<file path="config.mk">
export PLATFORM = sky130hd
export DESIGN_NAME = ecws_event_capture
export DESIGN_NICKNAME = d
export VERILOG_FILES = /design/src/rtl/ecws_pkg.sv /design/src/rtl/ecws_event_capture.sv
export SDC_FILE = /design/constraint.sdc
export NUM_CORES = 1
export LEC_CHECK = 0
export ABC_AREA = 1
export ABC_CLOCK_PERIOD_IN_PS = 2440
export BUFFER_PORTS_ARGS = -buffer_cell sky130_fd_sc_hd__buf_4
export CAP_MARGIN = 20
export CORE_AREA = 2 2 67 69
export CTS_CLUSTER_DIAMETER = 200
export CTS_CLUSTER_SIZE = 14
export DETAILED_ROUTE_END_ITERATION = 8
export DIE_AREA = 0 0 69 71
export MAX_ROUTING_LAYER = met4
export PLACE_DENSITY_LB_ADDON = 0.05
export SETUP_SLACK_MARGIN = 0.05
export SYNTH_ARGS = -nofsm -noshare
export SYNTH_HDL_FRONTEND = slang
export SYNTH_SLANG_ARGS = --single-unit
</file>
<file path="constraint.sdc">
create_clock -name clock -period 2.44 [get_ports clock]
set_input_delay 0.366 -clock clock [delete_from_list [all_inputs] [get_ports clock]]
set_output_delay 0.366 -clock clock [all_outputs]
set_load 0.05 [all_outputs]
</file>
<file path="src/rtl/ecws_pkg.sv">
`default_nettype none
package ecws_pkg;
   localparam int ECWS_CLK_PERIOD_NS = 20;
   localparam int ECWS_EVENT_DELAY_US = 100;
   localparam int ECWS_EVENT_DELAY_CYCLES = ECWS_EVENT_DELAY_US * 1000 / ECWS_CLK_PERIOD_NS;
   localparam int ECWS_TIMER_WIDTH = 16;
   localparam logic [2:0] ECWS_MODE_SLEEP = 3'h1;
   localparam logic ECWS_HAS_SENSOR_SUPPLY = 1'h1;
   localparam int ECWS_GLOBAL_SYSTEM = 0;
   localparam int ECWS_GLOBAL_SUPPLY = 1;
   localparam int ECWS_GLOBAL_TRX = 2;
   localparam int ECWS_GLOBAL_WAKE = 3;

   typedef struct packed {
      logic battery_restored_flag;
      logic overtemp_warning_flag;
      logic serial_fault_flag;
      logic watchdog_fault_flag;
      logic sensor_supply_over_flag;
      logic sensor_supply_under_flag;
      logic mcu_supply_low_flag;
      logic bus_silence_flag;
      logic can_failure_flag;
      logic bus_wake_flag;
      logic wake_rise_flag;
      logic wake_fall_flag;
   } ecws_flags_type;

   typedef struct packed {
      ecws_flags_type flags;
      logic [3:0] global_status;
      logic [ECWS_TIMER_WIDTH-1:0] delay_count;
      logic delay_running;
      logic rxd_low;
      logic reset_out_prev;
      logic wake_pin_prev;
      logic sys_reset_req;
      logic to_reset_req;
      logic sleep_grant;
      logic wake_request;
   } ecws_state_type;
endpackage : ecws_pkg
`default_nettype wire

</file>
<file path="src/rtl/ecws_event_capture.sv">
`default_nettype none
module ecws_event_capture
   import ecws_pkg::*;
#(
   parameter int EVENT_DELAY_CYCLES = ECWS_EVENT_DELAY_CYCLES
) (
   input wire logic clock,
   input wire logic sys_rst,
   input wire logic power_on_evt,
   input wire logic overtemp_evt,
   input wire logic spi_bitcount_err,
   input wire logic illegal_code_err,
   input wire logic locked_write_err,
   input wire logic wd_overflow,
   input wire logic wd_early_trigger,
   input wire logic wd_mode_window,
   input wire logic wd_mode_timeout,
   input wire logic sensor_over_evt,
   input wire logic sensor_under_evt,
   input wire logic mcu_supply_low_evt,
   input wire logic reset_threshold_sel,
   input wire logic bus_silence_evt,
   input wire logic can_uv_deact_evt,
   input wire logic txd_clamp_evt,
   input wire logic bus_wake_evt,
   input wire logic wake_pin,
   input wire logic overtemp_en,
   input wire logic serial_fault_en,
   input wire logic sensor_over_en,
   input wire logic sensor_under_en,
   input wire logic mcu_supply_low_en,
   input wire logic bus_silence_enable,
   input wire logic can_failure_en,
   input wire logic bus_wake_en,
   input wire logic wake_rise_en,
   input wire logic wake_fall_en,
   input wire logic in_sleep,
   input wire logic trx_offline,
   input wire logic mcu_supply_on,
   input wire logic system_reset_out,
   input wire logic mode_write,
   input wire logic [2:0] sbc_mode_field,
   input wire logic sleep_lock_bit,
   input wire logic clear_strobe,
   input wire ecws_flags_type clear_mask,
   output ecws_flags_type status_flags,
   output logic [3:0] global_status,
   output logic rxd_low,
   output logic sys_reset_req,
   output logic to_reset_req,
   output logic sleep_grant,
   output logic wake_request,
   output logic delay_running
);
   localparam logic [ECWS_TIMER_WIDTH-1:0] DELAY_LOAD = EVENT_DELAY_CYCLES[ECWS_TIMER_WIDTH-1:0];

   ecws_state_type state_reg;
   ecws_state_type state_next;
   ecws_flags_type set_vec;
   ecws_flags_type clr_vec;
   logic wd_fail;
   logic sleep_cmd;
   logic any_pending;
   logic any_cleared;
   logic reset_fell;
   logic wake_enabled;

   function automatic logic [3:0] ecws_global(input ecws_flags_type f);
      logic [3:0] g;
      g = 4'h0;
      g[ECWS_GLOBAL_SYSTEM] = f.battery_restored_flag | f.overtemp_warning_flag
         | f.serial_fault_flag | f.watchdog_fault_flag;
      g[ECWS_GLOBAL_SUPPLY] = f.sensor_supply_over_flag | f.sensor_supply_under_flag
         | f.mcu_supply_low_flag;
      g[ECWS_GLOBAL_TRX] = f.bus_silence_flag | f.can_failure_flag | f.bus_wake_flag;
      g[ECWS_GLOBAL_WAKE] = f.wake_rise_flag | f.wake_fall_flag;
      return g;
   endfunction : ecws_global

   always_comb begin
      wd_fail = (wd_overflow & (wd_mode_window | wd_mode_timeout))
         | (wd_early_trigger & wd_mode_window);
      sleep_cmd = mode_write & (sbc_mode_field == ECWS_MODE_SLEEP);
      wake_enabled = bus_wake_en | wake_rise_en | wake_fall_en;
      any_pending = |state_reg.flags;
      reset_fell = state_reg.reset_out_prev & ~system_reset_out;

      set_vec = '0;
      set_vec.battery_restored_flag = power_on_evt;
      set_vec.watchdog_fault_flag = wd_fail;
      set_vec.overtemp_warning_flag = overtemp_en & overtemp_evt & ~in_sleep;
      set_vec.serial_fault_flag = serial_fault_en & ((~in_sleep & (spi_bitcount_err
         | illegal_code_err | locked_write_err)) | (sleep_cmd & sleep_lock_bit));
      set_vec.sensor_supply_over_flag = ECWS_HAS_SENSOR_SUPPLY & sensor_over_en
         & sensor_over_evt;
      set_vec.sensor_supply_under_flag = ECWS_HAS_SENSOR_SUPPLY & sensor_under_en
         & sensor_under_evt;
      // Threshold select deliberately unused
      set_vec.mcu_supply_low_flag = mcu_supply_low_en & mcu_supply_low_evt & ~in_sleep;
      set_vec.bus_silence_flag = bus_silence_enable & bus_silence_evt;
      set_vec.can_failure_flag = can_failure_en & (can_uv_deact_evt
         | (txd_clamp_evt & ~in_sleep));
      set_vec.bus_wake_flag = bus_wake_en & bus_wake_evt;
      set_vec.wake_rise_flag = wake_rise_en & ~state_reg.wake_pin_prev & wake_pin;
      set_vec.wake_fall_flag = wake_fall_en & state_reg.wake_pin_prev & ~wake_pin;

      clr_vec = clear_strobe ? clear_mask : '0;
      any_cleared = |(clr_vec & state_reg.flags);

      state_next = state_reg;
      state_next.flags = (state_reg.flags & ~clr_vec) | set_vec;
      state_next.global_status = ecws_global(state_next.flags);
      state_next.reset_out_prev = system_reset_out;
      state_next.wake_pin_prev = wake_pin;

      // Delay timer: reset-output fall beats a new start
      if (reset_fell) begin
         state_next.delay_running = 1'b0;
         state_next.delay_count = '0;
      end else if (any_cleared) begin
         state_next.delay_running = 1'b1;
         state_next.delay_count = DELAY_LOAD;
      end else if (state_reg.delay_running) begin
         state_next.delay_count = state_reg.delay_count - 1'b1;
         if (state_reg.delay_count <= 16'h0001) begin
            state_next.delay_running = 1'b0;
         end
      end

      state_next.rxd_low = ~state_next.delay_running & (|state_next.flags)
         & ((trx_offline & mcu_supply_on) | in_sleep);

      state_next.wake_request = in_sleep & (|set_vec);

      state_next.sys_reset_req = (wd_fail & wd_mode_window)
         | (wd_overflow & wd_mode_timeout & state_reg.flags.watchdog_fault_flag);
      state_next.to_reset_req = 1'b0;
      state_next.sleep_grant = 1'b0;
      if (sleep_cmd & ~sleep_lock_bit) begin
         if (!wake_enabled) begin
            state_next.sys_reset_req = 1'b1;
         end else if (any_pending) begin
            state_next.to_reset_req = 1'b1;
         end else begin
            state_next.sleep_grant = 1'b1;
         end
      end
   end

   always_ff @(posedge clock) begin
      if (sys_rst) begin
         state_reg <= '0;
      end else begin
         state_reg <= state_next;
      end
   end

   assign status_flags = state_reg.flags;
   assign global_status = state_reg.global_status;
   assign rxd_low = state_reg.rxd_low;
   assign sys_reset_req = state_reg.sys_reset_req;
   assign to_reset_req = state_reg.to_reset_req;
   assign sleep_grant = state_reg.sleep_grant;
   assign wake_request = state_reg.wake_request;
   assign delay_running = state_reg.delay_running;
endmodule : ecws_event_capture
`default_nettype wire

</file>
Word level (Yosys, flattened, before mapping)
Cells that the tools add are included.

Add/subtract/negate cells: 1. Magnitude comparators: 1. Eq/ne operators: 1. Multiplexer cells: 10. Bitwise gates (word level): 59. Reduce and logical (&&, ||, !) cells: 8.

Operator list (count): 12-bit OR reduction (4); 1-bit AND (29); 14-bit 2-to-1 mux (2); 12-bit AND (2); 1-bit OR (18); 16-bit by 1-bit <= comparator with 1-bit output, second input constant (1); 16-bit by 1-bit subtractor with 16-bit output, second input constant (1); 14-bit OR reduction (1); 12-bit 2-to-1 mux (1); 12-bit NOT (1); 12-bit OR (1); 1-bit NOT (8); 1-bit 2-to-1 mux (5); 3-bit by 1-bit == test with 1-bit output, second input constant (1); 3-bit 2-to-1 mux (1); 3-bit OR reduction (1); 2-bit 2-to-1 mux (1); 2-bit nonzero test (1); 2-bit OR reduction (1).

Register bits: 40. Bits of input ports: 52. Output and inout port bits: 22. Word-level logic and storage cells: 103.

Depth between registers and ports, before layout
Gate-level depths: netlist (run 1).

Depth in word-level cells: 9. Mapped depth: 11. Depth with buffers taken out: 11.

Worst setup path before layout (run 1)
Ideal clock, no wire load.

Path kind: register to register. Start point: register state_reg, in the netlist delay_running. End point: register state_reg[20] (netlist name). Data arrival time: 1498 ps. Data required time: 2331 ps. Setup slack: 834 ps. Cell stages (with the launch flop): 10. Path buffers: 0. Path through: dfxtp_1 -> nand2_1 -> inv_1 -> nand4_1 -> nor2_1 -> nand2_1 -> nand2_1 -> nand3_1 -> nand2_1 -> inv_1.

Longest elaborated chain between the ends: 1.

Ends and longest elaborated chain: start, declared (line ecws_event_capture.sv:57) `ecws_state_type state_reg;`; start signal, assigned (line ecws_event_capture.sv:154) `state_reg <= state_next;`; 2-bit nonzero test (no source line).

No other way between the ends. A chain may end at the register's enable or synchronous reset.

Final worst setup path (run 1)
Start point: register state_reg[8] (netlist name). End point: register state_reg[20] (netlist name).

Longest elaborated chain between the ends: 3.

Ends and longest elaborated chain: 16-bit by 1-bit subtractor with 16-bit output (line ecws_event_capture.sv:124) `state_next.delay_count = state_reg.delay_count - 1'b1;`; 14-bit 2-to-1 mux (line ecws_event_capture.sv:123) `end else if (state_reg.delay_running) begin`; 14-bit 2-to-1 mux (line ecws_event_capture.sv:120) `end else if (any_cleared) begin`.

No other way between the ends. The select of a mux whose other input is x is not followed.

==> run metrics, run 1 <==
post-synthesis net count 386; register share of total power 45.1%; Vias/cell 4.89; non-filler cells, final 443; Final Skew 4.70 ps; warnings from Yosys 0; number of synthesized register bits 40; sw power 573 uW; fin. max-slew vios 0; logic gate share of total power 29.8%; flop-to-flop setup slack 840 ps; Final setup viols 0; antenna-violating nets left 0; status complete, no violations; layout cells sized above 1 22.5%; Slew @ Worst Pin 256 ps; crit-path max FO 5; Yosys cell types 28; first-pass GRT wire length 8600 um; Max Clock Freq 0.624 GHz; fin crit period 1600 ps; Netlist Area Pre-Place 0.00216 mm2; clock sinks 40; max reg flops 18; Final GP Congestion 0.843; clk root buf clkbuf_8; die height 71 um; worst vdd ir 0.284 mV; Remaining DRCs 0; Die W 69 um; crit start category register; DRT Pass-1 Iters 4; Synth Instances 332; Placeable Area 0.00420 mm2; CTS tree built; die footprint 0.00490 mm2; endpoints failing hold 0; Initial Util 51.4%; Post-CTS Resized 0; Avg Cell Area, Syn 6.51 um2; vias in the first global route 2075; post-layout net count 445; vias after detailed routing 2165; FILL cells 421; worst setup path startpoint state_reg[8]; row count 24; Design Power 1.66 mW; Final Instance Area 0.00270 mm2; HP Class in2reg; CP Capture Type register; hold-fix buffers at CTS 0; GRT Residual Overflow 0; initial antenna violation count 0; post-CTS setup buffer count 0; DRT iter0 DRCs 57; switching share of power 34.5%; Area after DPL 0.00262 mm2; final setup TNS 0 ps; Placed Instances 436; clk_lat worst skew 290 ps; WP data required 2640 ps; Leakage 1.40 nW; total power per unit cell area 616 mW/mm2; Clock Pin Slew Worst Setup and Hold Paths 70 ps; largest net degree at the start of global routing 25; total of max-cap violations 0; Pint 1.09 mW; r2r worst-path depth 11; Syn-to-layout area delta 24.8%; relative slew slack 82.9%; post-DP HPWL 4030 um; RSZ-0062 raised after global routing no; worst r2r src state_reg[8]; Final period util 65.6%; Total Routed Length 4910 um; crit path to state_reg[20]; final core utilization 64.2%; H-tree Lvls 2; R2R Path End state_reg[20]; CTS Buf Count 5; Crit Path Category reg2reg; critical path arrival 1800 ps; Seq/Total Area, Yosys 37.1%; Antenna Cells 0; total track usage 22.4%; number of top-level pins 74; Clock Path Buffers 2; port bufs 72; Clk pwr share 25.2%; drt wl/cell 11.1 um
==> power groups by stage <==
| stage | logic [mW] | registers, mW | clock network [mW] |
|---|---|---|---|
| after floorplan | 0.343 | 0.774 | 0 |
| after global placement | 0.491 | 0.762 | 0 |
| after detailed placement | 0.497 | 0.763 | 0 |
| after CTS | 0.499 | 0.749 | 0.426 |
| after global routing | 0.554 | 0.757 | 0.457 |
| final | 0.494 | 0.749 | 0.418 |
==> final cells by class <==
cell class / instances / area, um2 / share of cell area (%)
Tap cell: 52 / 65.1 / 2.41
Clock inverter: 1 / 5.00 / 0.186
Timing Repair Buffer: 72 / 541 / 20.0
Inverter: 39 / 146 / 5.43
Sequential cell: 40 / 801 / 29.7
Multi-Input combinational cell: 233 / 1070 / 39.6
Clock buffer: 6 / 72.6 / 2.69
==> critical path, cell delays in order, from the launching register on <==
cell and delay (ps):
dfxtp_1 330, inv_1 110, ha_1 180, nand2_1 70, inv_1 90, nand4_1 220
nor2_1 230, nand2_1 70, nand2_1 60, nand3_1 60, nand2_1 60, inv_1 30
==> how the worst min path moves through the flow <==
stage | startpoint | end | cells after the start
after global routing | system_reset_out | state_reg[5] | 3
final | system_reset_out | state_reg[5] | 3
after detailed placement | state_reg[8] | state_reg[8] | 2
after CTS | system_reset_out | state_reg[5] | 3
after floorplan | state_reg[9] | state_reg[9] | 2
after global placement | state_reg[9] | state_reg[9] | 2
==> per-stage QoR <==
stage	setup slack, ps	hold slack (ps)
after CTS	806	290
final	838	293
after detailed placement	809	480
after floorplan	834	454
after global routing	561	300
after global placement	822	469
==> cell usage in the layout (no fill, tap or decap) <==
| master | netlist | final |
|---|---|---|
| a21oi_1 | 10 | 10 |
| a31oi_1 | 6 | 6 |
| and3_1 | 1 | 1 |
| buf_4 | 17 | 72 |
| clkbuf_1 | 2 | 1 |
| clkbuf_8 | 0 | 5 |
| clkinv_2 | 0 | 1 |
| dfxtp_1 | 40 | 40 |
| ha_1 | 2 | 2 |
| inv_1 | 39 | 39 |
| nand2_1 | 91 | 91 |
| nand2_2 | 2 | 2 |
| nand3_1 | 30 | 30 |
| nand4_1 | 5 | 5 |
| nand4_2 | 1 | 1 |
| nor2_1 | 56 | 56 |
| nor2_2 | 2 | 2 |
| nor2_4 | 1 | 1 |
| nor3_1 | 7 | 7 |
| nor3_2 | 1 | 1 |
| nor4_1 | 1 | 1 |
| o21a_1 | 1 | 1 |
| o21ai_0 | 5 | 5 |
| o21ai_1 | 1 | 1 |
| o31a_1 | 1 | 1 |
| or2_2 | 3 | 3 |
| or3_1 | 1 | 1 |
| xnor2_1 | 1 | 1 |
| xor2_1 | 4 | 4 |
==> routing by layer <==
metal	vias up	global-route usage (%)	routed length (um)	part of all wire, %
met3	6	5.84	294	6.0
met2	62	39.7	2470	50
met4	0	5.88	55	1.1
li1	1144	-	-	-
met1	953	25.1	2090	43
met5	-	-	0	0
==> synthesized netlist by cell type <==
cell type  count  area, um2
or3_1          1       6.26
xor2_1         4       35.0
a31oi_1        6       37.5
nor3_1         7       35.0
nor2_1        56        210
nor4_1         1       6.26
clkbuf_1       2       7.51
nand3_1       30        150
or2_2          3       18.8
o21ai_1        1       5.00
nor2_2         2       12.5
a21oi_1       10       50.1
ha_1           2       25.0
nand2_1       91        342
nor2_4         1       11.3
nand2_2        2       12.5
xnor2_1        1       8.76
dfxtp_1       40        801
o21ai_0        5       25.0
nand4_2        1       12.5
buf_6          1       11.3
buf_4         17        128
and3_1         1       6.26
o31a_1         1       8.76
nor3_2         1       10.0
o21a_1         1       7.51
nand4_1        5       31.3
inv_1         39        146
==> kinds of logic after synthesis <==
kind of cell	count (synthesis)	share of synthesized area [%]
flops	40	37.1
fa+ha+maj	2	1.16
compound gates	24	6.20
xor+xnor	5	2.03
buf+inv	59	13.5
simple gates	202	40.0
Power figures use the tool's default switching activity.
==> run 2: changes to the inputs <==
--- a/config.mk
+++ b/config.mk
@@ -6,14 +6,14 @@
 export NUM_CORES = 1
 export LEC_CHECK = 0
 export ABC_AREA = 1
-export ABC_CLOCK_PERIOD_IN_PS = 2440
+export ABC_CLOCK_PERIOD_IN_PS = 1600
 export BUFFER_PORTS_ARGS = -buffer_cell sky130_fd_sc_hd__buf_4
 export CAP_MARGIN = 20
-export CORE_AREA = 2 2 67 69
+export CORE_AREA = 2 2 69 71
 export CTS_CLUSTER_DIAMETER = 200
 export CTS_CLUSTER_SIZE = 14
 export DETAILED_ROUTE_END_ITERATION = 8
-export DIE_AREA = 0 0 69 71
+export DIE_AREA = 0 0 71 73
 export MAX_ROUTING_LAYER = met4
 export PLACE_DENSITY_LB_ADDON = 0.05
 export SETUP_SLACK_MARGIN = 0.05
==> constraint.sdc (replaced) <==
create_clock -name clock -period 1.6 [get_ports clock]
set_input_delay 0.24 -clock clock [delete_from_list [all_inputs] [get_ports clock]]
set_output_delay 0.24 -clock clock [all_outputs]
set_load 0.05 [all_outputs]
==> run 2 against run 1 <==
  * Non-clock buffer count increased by 7
  * Highest routed layer unchanged
  * Maximum frequency increased by 11%
  * Sequential power increased by 52%
  * Largest cell class unchanged
==> run metrics, run 2 (same netlist as run 1, synthesis figures left out) <==
Final GP Congestion 0.871; initial antenna violation count 0; Leakage 1.45 nW; Clock Pin Slew Worst Setup and Hold Paths 80 ps; max incr delay on CP 340 ps; Die W 71 um; port bufs 72; post-DP HPWL 4160 um; most frequent cell on the critical path nand2_1; Remaining DRCs 0; fin crit period 1440 ps; total power per unit cell area 987 mW/mm2; number of top-level pins 74; crit path max-delay cell type dfxtp_2; worst vdd ir 0.508 mV; crit-path max FO 4; Placed Instances 440; Vias/cell 4.86; Final setup viols 0; most common cell after layout, fill and taps aside nand2_1; Clock Path Buffers 2; first-pass GRT wire length 8470 um; layout cells sized above 1 26.8%; non-filler cells, final 453; HP Start system_reset_out; antenna-violating nets left 0; register share of total power 41.0%; WP data required 1800 ps; logic gate share of total power 29.2%; CTS Buf Count 5; CP Cell Sequence inv_2, ha_4, nand2_2, inv_2, nand4_1, nor2_2, nand2_1, nand2_1, nand3_1, nand2_1, inv_1; worst r2r src state_reg[9]; critical path's top delay family simple AND/OR/NAND/NOR gates; HP Class in2reg; critical path arrival 1640 ps; Slew @ Worst Pin 246 ps; most frequent cells in the layout 90 x nand2_1, 79 x buf_4, 54 x nor2_1; Pint 1.86 mW; relative slew slack 83.5%; sw power 919 uW; die height 73 um; switching share of power 33.1%; Placeable Area 0.00454 mm2; Total Routed Length 5110 um; crit start category register; vias after detailed routing 2201; status complete, no violations; die footprint 0.00518 mm2; Initial Util 47.6%; largest net degree at the start of global routing 25; worst path bufs/invs 3; Antenna Cells 0; Final period util 89.9%; DRT Pass-1 Iters 4; final setup TNS 0 ps; Final Skew 5.53 ps; clk root buf clkbuf_8; total track usage 21.5%; max reg flops 18; RSZ-0062 raised after global routing yes; Max Clock Freq 0.695 GHz; clock sinks 40; Clk pwr share 29.8%; worst setup path startpoint state_reg[9]; CTS tree built; GRT Residual Overflow 0; clk_lat worst skew 300 ps; CP Capture Type register; drt wl/cell 11.3 um; DRT iter0 DRCs 78; post-layout net count 452; row count 25; Crit Path Category reg2reg; H-tree Lvls 2; endpoints failing hold 0; Syn-to-layout area delta 30.3%; total of max-cap violations 0; vias in the first global route 2047; fin. max-slew vios 0
## run 2: cell type report
cell class                 count  area, um2
multi-input combinational    233       1090
tap                           54       67.6
clock buffer                   5       68.8
fill                         464       1720
inverter                      39        146
timing repair buffer          79        593
sequential                    40        805
clock inverter                 3       42.5
## run 2: repair_timing
item | 4_1_cts | 5_1_grt
gates cloned | 0 | 0
pin swaps | 2 | 6
setup buffers | 1 | 4
endpoints found under the setup margin | 2 | 6
gates resized for setup | 4 | 7
hold buffers | 0 | 0
## run 2: metrics by stage
stage / utilization (%) / cell area [um2] / hold WS [ps] / worst slack [ps] / total power, mW
finish: 62.1 / 2820 / 156 / 161 / 2.78
global route: 62.1 / 2820 / 185 / 14.2 / 2.94
CTS: 60.9 / 2760 / 151 / 51.0 / 2.76
detailed placement: 58.2 / 2640 / 468 / 35.1 / 1.93
global placement: 58.2 / 2640 / 457 / 55.8 / 1.92
floorplan: - / 2160 / 365 / 208 / 1.70
## run 2: worst reg2reg max path, delay by kind of cell (launching register included)
family / cells / cell delay, ps
buf+inv: 3 / 160
fa+ha+maj: 1 / 140
flops: 1 / 340
simple gates: 7 / 710
## run 2: path summary, 6_finish.rpt
kind | end | slack [ps] | cells after the start
min reg2reg | state_reg[9] | 480 | 2
min | state_reg[5] | 160 | 3
max reg2reg | state_reg[20] | 160 | 11
max | state_reg[20] | 160 | 11
## run 2: power groups by stage
stage | logic [mW] | clock network [mW] | registers [mW]
after detailed placement | 0.775 | 0 | 1.16
after CTS | 0.783 | 0.842 | 1.13
after global routing | 0.917 | 0.879 | 1.15
after floorplan | 0.523 | 0 | 1.18
final | 0.812 | 0.827 | 1.14
after global placement | 0.764 | 0 | 1.16
## run 2: metal layers
| layer | up-vias | part of all wire [%] | GRT usage [%] |
|---|---|---|---|
| li1 | 1161 | - | - |
| met1 | 976 | 44 | 25.0 |
| met2 | 58 | 50 | 37.7 |
| met3 | 6 | 5.0 | 4.14 |
| met4 | 0 | 1.5 | 6.92 |
| met5 | - | 0 | - |
